**src/design/timer_option_pkg.sv**
```systemverilog
// Constants for the timer option configuration register
//
// Contract
// Configuration register at 0x81, fully readable and writable by software.
// Bit 7 set disables all second port pull-ups; clear follows port latches.
// Bit 6 picks external interrupt edge: set rising, clear falling.
// Bit 5 picks timer clock: set external pin, clear instruction clock.
// Bit 4 picks external pin edge: set falling, clear rising.
// Bit 3 is prescaler assignment; bits 2..0 are the rate field.
// Assignment set gives the timer an undivided 1:1 rate.
// Assignment set gives prescaler to watchdog, clear to the timer.
// Rate field selects power-of-two division: timer 2..256, watchdog 1..128.
// Writes act from the next cycle; reads return all eight stored bits. Decoded controls here change two cycles after the write strobe.
package timer_option_pkg;
    localparam logic [7:0] OPT_ADDR       = 8'h81;
    localparam logic [7:0] OPT_RESET      = 8'hff;
    localparam int         BIT_PULLUP_DIS = 7;
    localparam int         BIT_INT_EDGE   = 6;
    localparam int         BIT_CLK_SRC    = 5;
    localparam int         BIT_SRC_EDGE   = 4;
    localparam int         BIT_PSC_ASSIGN = 3;
    localparam int         RATE_MSB       = 2;
    localparam int         RATE_LSB       = 0;
endpackage

```
**src/design/timer_option_config.sv**
```systemverilog
// Timer option configuration register and its decoded controls
//
// Design decision made here: the address-and-strobe port.
`timescale 1ns/1ns
module timer_option_config
    import timer_option_pkg::*;
(
    input  wire logic       CLK_SYS,
    input  wire logic       SYS_RST,
    input  wire logic [7:0] ADDR,
    input  wire logic [7:0] WDATA,
    input  wire logic       WR,
    input  wire logic       RD,
    output logic      [7:0] RDATA,
    output logic      [7:0] OPT_VALUE,
    output logic            WEAK_PULLUP_DISABLE,
    output logic            EXT_INT_EDGE_SELECT,
    output logic            TIMER_CLOCK_SOURCE_SELECT,
    output logic            TIMER_SOURCE_EDGE_SELECT,
    output logic            PRESCALER_ASSIGN,
    output logic      [2:0] PRESCALER_RATE_FIELD,
    output logic      [8:0] TIMER_DIVIDE,
    output logic      [7:0] WATCHDOG_DIVIDE
);
    logic [7:0] opt_r;
    logic [7:0] opt_nxt;

    // Address decode shared by the write and read paths
    function automatic logic opt_selected(input logic [7:0] a);
        if (a == OPT_ADDR) begin
            opt_selected = 1'b1;
        end else begin
            opt_selected = 1'b0;
        end
    endfunction

    // Timer ratio: undivided while the watchdog owns the prescaler
    function automatic logic [8:0] timer_ratio(input logic [7:0] cfg);
        logic [3:0] shift;
        shift = {1'b0, cfg[RATE_MSB:RATE_LSB]} + 4'h1;
        if (cfg[BIT_PSC_ASSIGN]) begin
            timer_ratio = 9'h001;
        end else begin
            timer_ratio = 9'h001 << shift;
        end
    endfunction

    // Watchdog ratio: undivided while the timer owns the prescaler
    function automatic logic [7:0] watchdog_ratio(input logic [7:0] cfg);
        if (cfg[BIT_PSC_ASSIGN]) begin
            watchdog_ratio = 8'h01 << cfg[RATE_MSB:RATE_LSB];
        end else begin
            watchdog_ratio = 8'h01;
        end
    endfunction

    always_comb begin
        opt_nxt = opt_r;
        if (WR && opt_selected(ADDR)) begin
            opt_nxt = WDATA;
        end
    end

    always_ff @(posedge CLK_SYS) begin
        if (SYS_RST) begin
            opt_r <= OPT_RESET;
        end else begin
            opt_r <= opt_nxt;
        end
    end

    // Unmapped addresses read zero
    always_ff @(posedge CLK_SYS) begin
        if (SYS_RST) begin
            RDATA <= 8'h00;
        end else if (RD && opt_selected(ADDR)) begin
            RDATA <= opt_r;
        end else begin
            RDATA <= 8'h00;
        end
    end

    // Decoded controls follow the register one cycle after it changes
    always_ff @(posedge CLK_SYS) begin
        if (SYS_RST) begin
            OPT_VALUE <= OPT_RESET;
        end else begin
            OPT_VALUE <= opt_r;
        end
    end

    // Pull-up disable for the second port
    always_ff @(posedge CLK_SYS) begin
        if (SYS_RST) begin
            WEAK_PULLUP_DISABLE <= OPT_RESET[BIT_PULLUP_DIS];
        end else begin
            WEAK_PULLUP_DISABLE <= opt_r[BIT_PULLUP_DIS];
        end
    end

    // Edge selects for the interrupt pin and the external clock pin
    always_ff @(posedge CLK_SYS) begin
        if (SYS_RST) begin
            EXT_INT_EDGE_SELECT      <= OPT_RESET[BIT_INT_EDGE];
            TIMER_SOURCE_EDGE_SELECT <= OPT_RESET[BIT_SRC_EDGE];
        end else begin
            EXT_INT_EDGE_SELECT      <= opt_r[BIT_INT_EDGE];
            TIMER_SOURCE_EDGE_SELECT <= opt_r[BIT_SRC_EDGE];
        end
    end

    // Timer clock source
    always_ff @(posedge CLK_SYS) begin
        if (SYS_RST) begin
            TIMER_CLOCK_SOURCE_SELECT <= OPT_RESET[BIT_CLK_SRC];
        end else begin
            TIMER_CLOCK_SOURCE_SELECT <= opt_r[BIT_CLK_SRC];
        end
    end

    // Prescaler assignment and rate field
    always_ff @(posedge CLK_SYS) begin
        if (SYS_RST) begin
            PRESCALER_ASSIGN     <= OPT_RESET[BIT_PSC_ASSIGN];
            PRESCALER_RATE_FIELD <= OPT_RESET[RATE_MSB:RATE_LSB];
        end else begin
            PRESCALER_ASSIGN     <= opt_r[BIT_PSC_ASSIGN];
            PRESCALER_RATE_FIELD <= opt_r[RATE_MSB:RATE_LSB];
        end
    end

    // Division ratios seen by the timer and the watchdog
    always_ff @(posedge CLK_SYS) begin
        if (SYS_RST) begin
            TIMER_DIVIDE    <= timer_ratio(OPT_RESET);
            WATCHDOG_DIVIDE <= watchdog_ratio(OPT_RESET);
        end else begin
            TIMER_DIVIDE    <= timer_ratio(opt_r);
            WATCHDOG_DIVIDE <= watchdog_ratio(opt_r);
        end
    end
endmodule

```
**config.mk**
```make
export PLATFORM = sky130hd
export DESIGN_NAME = timer_option_config
export DESIGN_NICKNAME = d
export VERILOG_FILES = /design/src/design/timer_option_pkg.sv /design/src/design/timer_option_config.sv
export SDC_FILE = /design/constraint.sdc
export NUM_CORES = 1
export LEC_CHECK = 0
export BUFFER_PORTS_ARGS = -buffer_cell sky130_fd_sc_hd__buf_2
export CORE_MARGIN = 2
export CORE_UTILIZATION = 40
export CTS_CLUSTER_DIAMETER = 200
export DETAILED_ROUTE_END_ITERATION = 6
export PLACE_DENSITY = 0.77
export SYNTH_ARGS = -nofsm -noshare
export SYNTH_HDL_FRONTEND = slang
export SYNTH_SLANG_ARGS = --single-unit
```
**constraint.sdc**
```tcl
create_clock -name CLK_SYS -period 4.5 [get_ports CLK_SYS]
set_input_delay 0.675 -clock CLK_SYS [delete_from_list [all_inputs] [get_ports CLK_SYS]]
set_output_delay 0.675 -clock CLK_SYS [all_outputs]
set_load 0.03 [all_outputs]
```
==> impl_metrics.yaml, run 1 <==
grt:
  track_usage: 0.1354
  grt_pass1_vias: 931
  grt_pass1_wl_mm: 4.050
  grt_max_degree: 22
  antenna_found_initial: 0
  grt_overflow_total: 0
floorplanning:
  fp.dieH_um: 62.23
  die_x_um: 62.23
  initial_core_util: 0.4130
  core_area_um2: 3284
  die_area_um2: 3873
  io_pins: 61
  rows: 21
run:
  maxCapViolCount: 0
cts:
  clock-root-buffer: "clkbuf_4"
  cts_tree: "yes"
  cts_sinks: 41
  clk_latency_ns: 0.34
  htreeDepth: 2
  cts_setup_buffers: 0
  max-clock-path-buffers: 2
  cts-hold-fix-buffers: 0
  numCtsBuffers: 5
  cts_repair_resize_count: 0
  clk_pin_slew_worst_paths_ns: 0.11
pwr:
  peakVddDrop_v: 0.0001093
  leakagePower_nw: 0.8256
  p_per_area_nw_per_um2: 362.7
placement:
  gp_congestion: 0.7717
  place_ws_ns: 2.796
  dp_hpwl_mm: 1.821
  placed_cells: 221
  port_buffers: 60
timing:
  fin_crit_sh: 0.3553
  skew_ns: 0.003248
  relSlewSlack: 0.7718
  fmax_ghz: 0.6255
  rsz0062_at_grt: "false"
  worst_pin_slew_ns: 0.3410
  setup_violations: 0
  tns_ns: 0
  finalWorstSetupSlack_ns: 2.901
  hold_viol_final: 0
  period_minus_slack_ns: 1.599
  maxSlewViolCount: 0
setup_path:
  reg2reg_slack_ns: 2.90
  r2r_start: "opt_r[1]"
  worstPathCellList: "nand2_1, inv_1, ha_1, or3_1, nor3_1"
  crit_type: "flip-flop to flip-flop"
  worstPathArrival_ns: 1.88
  slowest_delay_ns: 0.53
  crit_fanout: 10
  crit_slowest_cell: "dfxtp_1"
  startpoint_type: "flip-flop"
  worstRegToRegCells: 5
  required_ns: 4.78
  r2r_end: "TIMER_DIVIDE[1]"
  end_kind: "flip-flop"
yosys:
  synthAdderAreaFrac: 0.01845
  synth_seq_cells: 41
  synthesis.area_um2: 1356
  yosysTopAreaCell: "dfxtp_1"
  synth_area_per_cell_um2: 10.68
  syn_inst: 127
  synth_top_family_by_area: "simple AND/OR/NAND/NOR gates"
  synth_top_cell_area_share: 0.6052
  synth_compound_area_frac: 0.01107
  ys_warn_count: 0
  synth-simple-area-share: 0.2251
  ys_seq_area_frac: 0.6052
  ys_top_cells_by_area: "dfxtp_1, nor2_1, mux2i_1"
  syn-num-nets: 149
  synthXorXnorAreaFrac: 0
  synth_cell_types: 22
  synth_mux_area_frac: 0.05904
final_layout:
  areaGrowthSynthToFinish_pct: 27.03
  fillers: 284
  layout-drive-gt1-share: 0.3934
  diodes: 0
  regArea_um2: 820.8
  nets: 204
  multi_input_area_um2: 425.4
  fin_util: 0.5246
  final_cells: 229
drt:
  antenna_left: 0
  viasPerCell: 4.262
  met1Wirelength_mm: 1.051
  dr.pass1.iters: 4
  via_count: 976
  routed_wl_mm: 2.429
  top_layer: "met4"
  wl_met2_mm: 1.132
  drc_errors: 0
  wl_per_cell_um: 10.61
  drtIter0Drc: 30
  wl_met3_um: 195
hold_path:
  min-delay-path-class: "flip-flop to flip-flop"
  hold_depth: 2
  hold_end: "OPT_VALUE[4]"
  hp-start: "opt_r[4]"
run_status:
  status: "finished, final reports clean"
==> metal layers <==
layer,track usage,vias up
li1,-,505
met3,0.04348,6
met4,0.08333,0
met5,0,-
met1,0.1548,425
met2,0.2201,40
==> cells in the mapped netlist <==
library cell  count
mux2i_1           8
or3b_2            1
buf_2             1
dfxtp_1          41
and2_1            8
nand3b_1          1
nor2_1           26
ha_1              2
and4b_4           1
nor4b_4           2
a21o_1            1
nor3_1            4
or3_1             1
nand2_1           5
buf_1             1
nand2b_1          2
buf_4             8
inv_1             9
nand3_4           1
nand3_1           1
o31ai_1           1
clkbuf_1          2
==> layout make-up <==
cell class,instances,area share
Clock buffer,7,0.03195
Clock inverter,1,0.01743
Inverter,9,0.01961
Multi-Input combinational cell,65,0.2469
Sequential cell,41,0.4764
Tap cell,46,0.03341
Timing Repair Buffer,60,0.1743
==> cell usage in the layout, fill, tap and decap left out <==
| master | netlist | final |
|---|---|---|
| a21o_1 | 1 | 1 |
| and2_1 | 8 | 8 |
| and4b_4 | 1 | 1 |
| buf_2 | 1 | 60 |
| bufinv_16 | 0 | 1 |
| clkbuf_1 | 2 | 1 |
| clkbuf_4 | 0 | 5 |
| clkbuf_8 | 0 | 1 |
| dfxtp_1 | 41 | 41 |
| ha_1 | 2 | 2 |
| inv_1 | 9 | 9 |
| mux2i_1 | 8 | 8 |
| nand2_1 | 5 | 5 |
| nand2b_1 | 2 | 2 |
| nand3_1 | 1 | 1 |
| nand3_4 | 1 | 1 |
| nand3b_1 | 1 | 1 |
| nor2_1 | 26 | 26 |
| nor3_1 | 4 | 4 |
| nor4b_4 | 2 | 2 |
| o31ai_1 | 1 | 1 |
| or3_1 | 1 | 1 |
| or3b_2 | 1 | 1 |
==> per-stage QoR <==
step	power, mW	instance area, µm²	hold slack (ns)
after detailed placement	0.3902	1638	0.4285
after global routing	0.6504	1723	0.4980
after CTS	0.6290	1723	0.4563
after floorplan	0.3791	1356	0.4089
final	0.6250	1723	0.4524
after global placement	0.3898	1638	0.4241
==> worst max-delay path by stage <==
stage	start	to	cells past startpoint
detailed placement	ADDR[1]	RDATA[6]	4
global route	opt_r[0]	TIMER_DIVIDE[1]	5
floorplan	opt_r[1]	TIMER_DIVIDE[1]	6
CTS	opt_r[1]	TIMER_DIVIDE[1]	5
finish	opt_r[1]	TIMER_DIVIDE[1]	5
global placement	ADDR[5]	RDATA[4]	4
==> worst max-delay path, delay by kind of cell, from the launching register on <==
family	cells	cell delay [ns]
and+or+nand+nor	3	0.64
DFF	1	0.53
adders and majority gates	1	0.25
buffers and inverters	1	0.11
==> kinds of logic (layout without fill, tap and decap cells) <==
| family | count (synthesis) | after routing |
|---|---|---|
| adder cells (fa/ha/maj) | 2 | 2 |
| AO/OA/AOI/OAI | 2 | 2 |
| flip-flops | 41 | 41 |
| multiplexers | 8 | 8 |
| AND/OR/NAND/NOR | 53 | 53 |
| buffers and inverters | 21 | 77 |
==> report_power, final <==
group,leakage (nW),internal (mW),switching (mW)
Clock,0.0455,0.133,0.111
Combinational,0.449,0.00926,0.00906
Sequential,0.331,0.363,0.000163
==> flip-flops by register name, summed over array words and instances, names as in the netlist <==
register and cells:
OPT_VALUE 8, WATCHDOG_DIVIDE 8, RDATA 8, TIMER_DIVIDE 9, opt_r 8
Power figures use the tool's default switching activity.
==> run 2, diff against run 1 <==
Settings changed: PLACE_DENSITY 0.77 to 0.79.
Clock period 4.5 ns to 1.4 ns, I/O delays scaled along.
==> run 2 against run 1 <==
Non-clock buffer count grew 4. Register-to-register slack got worse by 2.8 ns. Sequential power grew to 3.2 times the previous value. Global-route usage about the same. Wire length decreased by 2.0%. Clock-buffer cell count down 2. Critical path depth unchanged. Clock skew increased by 0.0013 ns. Largest cell class unchanged.
==> impl_metrics.yaml, run 2 (same netlist as run 1, synthesis figures left out) <==
run_status:
  status: "finished, final reports clean"
cts:
  numCtsBuffers: 5
  max-clock-path-buffers: 2
  clk_latency_ns: 0.32
  cts_setup_buffers: 0
  cts_tree: "yes"
  htreeDepth: 2
  cts_sinks: 41
  clk_pin_slew_worst_paths_ns: 0.10
  clock-root-buffer: "clkbuf_4"
placement:
  gp_congestion: 0.8635
  port_buffers: 60
  place_area_um2: 1668
  placed_cells: 225
  dp_hpwl_mm: 1.841
setup_path:
  crit_type: "flip-flop to flip-flop"
  crit_fanout: 3
  worstRegToRegCells: 5
  slowest_delay_ns: 0.34
  startpoint_type: "flip-flop"
  r2r_end: "TIMER_DIVIDE[1]"
  required_ns: 1.65
  worstPathArrival_ns: 1.56
  crit_slowest_cell: "or3_4"
  cp_top_family: "simple AND/OR/NAND/NOR gates"
  end_kind: "flip-flop"
  cp.buffers_inverters: 1
  reg2reg_slack_ns: 0.09
  r2r_start: "opt_r[1]"
  worstPathCellList: "nand2_1, inv_1, ha_1, or3_4, nor3_1"
pwr:
  p_comb_frac: 0.035
  power.share.clock: 0.291
  p_int_mw: 1.371
  power_mw: 1.730
  p_switching_mw: 0.3587
  seq_power_share: 0.675
  leakagePower_nw: 0.8266
  p_per_area_nw_per_um2: 1008
  netSwitchingFraction: 0.2074
  peakVddDrop_v: 0.0004689
final_layout:
  layout_commonest_cell: "buf_2"
  largest_reg_flops: 9
  regMostFlops: "TIMER_DIVIDE"
  final_cells: 231
  diodes: 0
  layout-drive-gt1-share: 0.4108
  fillers: 318
  nets: 208
  fin_util: 0.5223
  final_cell_mix: "buf_2, dfxtp_1, nor2_1, inv_1"
  areaGrowthSynthToFinish_pct: 26.48
  design_area_um2: 1715
hold_path:
  hp-start: "WDATA[5]"
  min-delay-path-class: "input port to flip-flop"
  hold_depth: 3
  hold_end: "opt_r[5]"
floorplanning:
  rows: 21
  fp.dieH_um: 62.23
  initial_core_util: 0.4130
  die_area_um2: 3873
  io_pins: 61
  core_area_um2: 3284
  die_x_um: 62.23
grt:
  track_usage: 0.1355
  antenna_found_initial: 0
  grt_max_degree: 22
  grt_overflow_total: 0
  use_met3: 0.02717
  grt_use_met1: 0.1642
  grt_pass1_wl_mm: 4.146
  use_met2: 0.2296
  grt_pass1_vias: 939
  busiest_layer: "met2"
timing:
  fin_crit_sh: 0.9363
  maxSlewViolCount: 0
  rsz0062_at_grt: "false"
  relSlewSlack: 0.7609
  worst_pin_slew_ns: 0.3586
  hold_viol_final: 0
  setup_violations: 0
  period_minus_slack_ns: 1.311
  skew_ns: 0.004567
  fmax_ghz: 0.7629
  tns_ns: 0
drt:
  antenna_left: 0
  drtIter0Drc: 26
  wl_per_cell_um: 10.30
  viasPerCell: 4.294
  via_count: 992
  dr.pass1.iters: 4
  drc_errors: 0
  routed_wl_mm: 2.380
run:
  maxCapViolCount: 0
==> run 2: how the worst max path moves through the flow <==
stage                   from              end  slack (ns)  cells past startpoint
global placement    opt_r[1]  TIMER_DIVIDE[1]        0.14                      5
CTS                 opt_r[1]  TIMER_DIVIDE[1]        0.08                      5
finish              opt_r[1]  TIMER_DIVIDE[1]        0.09                      5
global route        opt_r[0]  TIMER_DIVIDE[1]        0.03                      5
detailed placement  opt_r[1]  TIMER_DIVIDE[1]        0.11                      5
floorplan           opt_r[1]  TIMER_DIVIDE[1]        0.02                      6
==> run 2: per-stage QoR <==
| stage | hold slack, ns | setup slack, ns |
|---|---|---|
| 3_5_place_dp | 0.4227 | 0.1055 |
| 4_1_cts | 0.1143 | 0.07573 |
| 6_report | 0.1238 | 0.08919 |
| 2_1_floorplan | 0.3714 | 0.01823 |
| 5_1_grt | 0.1133 | 0.02578 |
| 3_3_place_gp | 0.4190 | 0.1393 |
==> run 2: power groups by stage <==
stage | Combinational [mW] | Sequential [mW] | Clock, mW
floorplan | 0.0238 | 1.19 | 0
global placement | 0.0595 | 1.19 | 0
detailed placement | 0.0599 | 1.19 | 0
CTS | 0.0601 | 1.17 | 0.515
global route | 0.0657 | 1.17 | 0.581
finish | 0.0597 | 1.17 | 0.503
==> run 2: area by class of cell <==
| cell class | count | area (µm²) | area share |
|---|---|---|---|
| tap | 46 | 57.56 | 0.03355 |
| clock inverter | 1 | 5.005 | 0.002918 |
| inverter | 9 | 33.78 | 0.01969 |
| timing repair buffer | 64 | 330.3 | 0.1926 |
| sequential | 41 | 820.8 | 0.4785 |
| multi-input combinational | 65 | 430.4 | 0.2509 |
| clock buffer | 5 | 37.54 | 0.02188 |
==> run 2: repair_timing <==
item	in CTS	in global routing
endpoints found under the setup margin	0	1
hold buffers	0	0
resized for setup	0	1
==> run 2: routing by layer <==
metal	vias to the layer above	routed length, µm	share of wire
li1	509	-	-
met1	445	1017	0.43
met2	33	1202	0.51
met3	5	115	0.048
met4	0	45	0.019
met5	-	0	0
==> run 2: worst reg2reg max path: stages (launching register included) <==
cell	delay, ns
dfxtp_1	0.32
nand2_1	0.10
inv_1	0.07
ha_1	0.28
or3_4	0.34
nor3_1	0.13
==> run 3, diff against run 2 <==
Settings changed: RECOVER_POWER set to 25.
==> run 3 against run 2 <==
Final cell count did not move. Non-clock buffer count did not move. Clock skew barely moved. Sequential power hardly changed. Via count rose by 0.40%. Critical endpoint unchanged. Die area is the same.
==> impl_metrics.yaml, run 3 (same netlist as run 1, synthesis figures left out) <==
run_status:
  status: "finished, final reports clean"
timing:
  period_minus_slack_ns: 1.308
  fmax_ghz: 0.7646
  worst_pin_slew_ns: 0.5144
  finalWorstSetupSlack_ns: 0.09214
  skew_ns: 0.004488
  hold_viol_final: 0
  setup_violations: 0
  rsz0062_at_grt: "false"
  maxSlewViolCount: 0
  tns_ns: 0
  fin_crit_sh: 0.9342
  relSlewSlack: 0.6561
  holdWs_ns: 0.1234
final_layout:
  layout-drive-gt1-share: 0.3784
  areaGrowthSynthToFinish_pct: 23.52
  regMostFlops: "TIMER_DIVIDE"
  layout_commonest_cell: "buf_2"
  nets: 208
  largest_reg_flops: 9
  fillers: 328
  final_cell_mix: "buf_2, dfxtp_1, nor2_1, inv_1"
  diodes: 0
  design_area_um2: 1675
drt:
  dr.pass1.iters: 4
  drtIter0Drc: 32
  viasPerCell: 4.312
  antenna_left: 0
  via_count: 996
  routed_wl_mm: 2.393
  wl_per_cell_um: 10.36
  drc_errors: 0
grt:
  antenna_found_initial: 0
  grt_max_degree: 22
  grt_pass1_vias: 939
  track_usage: 0.1355
  grt_pass1_wl_mm: 4.146
  grt_overflow_total: 0
setup_path:
  r2r_start: "opt_r[1]"
  slowest_delay_ns: 0.34
  crit_fanout: 3
  crit_type: "flip-flop to flip-flop"
  crit_start: "opt_r[1]"
  worstRegToRegCells: 5
  cp.buffers_inverters: 1
  end_kind: "flip-flop"
  crit_slowest_cell: "or3_4"
  reg2reg_slack_ns: 0.09
  required_ns: 1.65
  critPathCapture: "TIMER_DIVIDE[1]"
  cp_top_family: "simple AND/OR/NAND/NOR gates"
  worstPathArrival_ns: 1.56
  worst-path-stages: 5
  startpoint_type: "flip-flop"
  worstPathCellList: "nand2_1, inv_1, ha_1, or3_4, nor3_1"
  r2r_end: "TIMER_DIVIDE[1]"
floorplanning:
  io_pins: 61
  die_area_um2: 3873
  core_area_um2: 3284
  rows: 21
  die_x_um: 62.23
  fp.dieH_um: 62.23
  initial_core_util: 0.4130
placement:
  place_area_um2: 1668
  place_ws_ns: 0.1055
  port_buffers: 60
  gp_congestion: 0.8635
  dp_hpwl_mm: 1.841
pwr:
  leakagePower_nw: 0.8103
  power_mw: 1.723
  p_per_area_nw_per_um2: 1028
  peakVddDrop_v: 0.0004521
cts:
  clk_latency_ns: 0.32
  cts-hold-fix-buffers: 0
  clk_pin_slew_worst_paths_ns: 0.10
  cts_tree: "yes"
  cts_setup_buffers: 0
  htreeDepth: 2
  clock-root-buffer: "clkbuf_4"
  max-clock-path-buffers: 2
  cts_sinks: 41
  numCtsBuffers: 5
hold_path:
  min-delay-path-class: "input port to flip-flop"
run:
  maxCapViolCount: 0
==> run 3: cell type report <==
type | count | area (µm²) | share of cell area
tap | 46 | 57.56 | 0.03435
inverter | 9 | 33.78 | 0.02016
multi-input combinational | 65 | 405.4 | 0.2420
clock inverter | 1 | 5.005 | 0.002987
clock buffer | 5 | 37.54 | 0.02240
sequential | 41 | 820.8 | 0.4899
timing repair buffer | 64 | 315.3 | 0.1882
==> run 3: worst min-delay path, stage by stage <==
cell,delay (ns)
buf_2,0.07
nor2_1,0.03
mux2i_1,0.10
==> run 3: routing by layer <==
layer / share of wire / track usage / routed length, µm
met5: 0 / 0 / 0
met2: 0.51 / 0.2296 / 1214
met3: 0.047 / 0.02717 / 112
met1: 0.43 / 0.1642 / 1021
met4: 0.019 / 0.06667 / 45
==> run 3: report_power, final <==
| group | switching (mW) | internal [mW] | total [mW] | leakage (nW) |
|---|---|---|---|---|
| clock network | 0.327 | 0.174 | 0.502 | 0.0269 |
| registers | 0.000304 | 1.17 | 1.17 | 0.331 |
| logic | 0.0265 | 0.0281 | 0.0546 | 0.453 |
==> run 3: what timing repair did <==
action                     in CTS  in global routing
hold endpoints to repair        0                  0
resized for setup               0                  1
setup endpoints to repair       0                  1
==> run 3: worst min path at each step <==
stage	from	to	cells after the start
2_1_floorplan	WDATA[0]	opt_r[0]	2
3_3_place_gp	opt_r[6]	OPT_VALUE[6]	2
3_5_place_dp	opt_r[7]	OPT_VALUE[7]	2
4_1_cts	WDATA[5]	opt_r[5]	3
5_1_grt	WDATA[5]	opt_r[5]	3
6_report	WDATA[5]	opt_r[5]	3
==> run 3: per-stage QoR <==
stage	util	std cells
after global placement	0.5078	225
after detailed placement	0.5078	225
after global routing	0.5101	231
final	0.5101	231
after floorplan	-	127
after CTS	0.5208	231
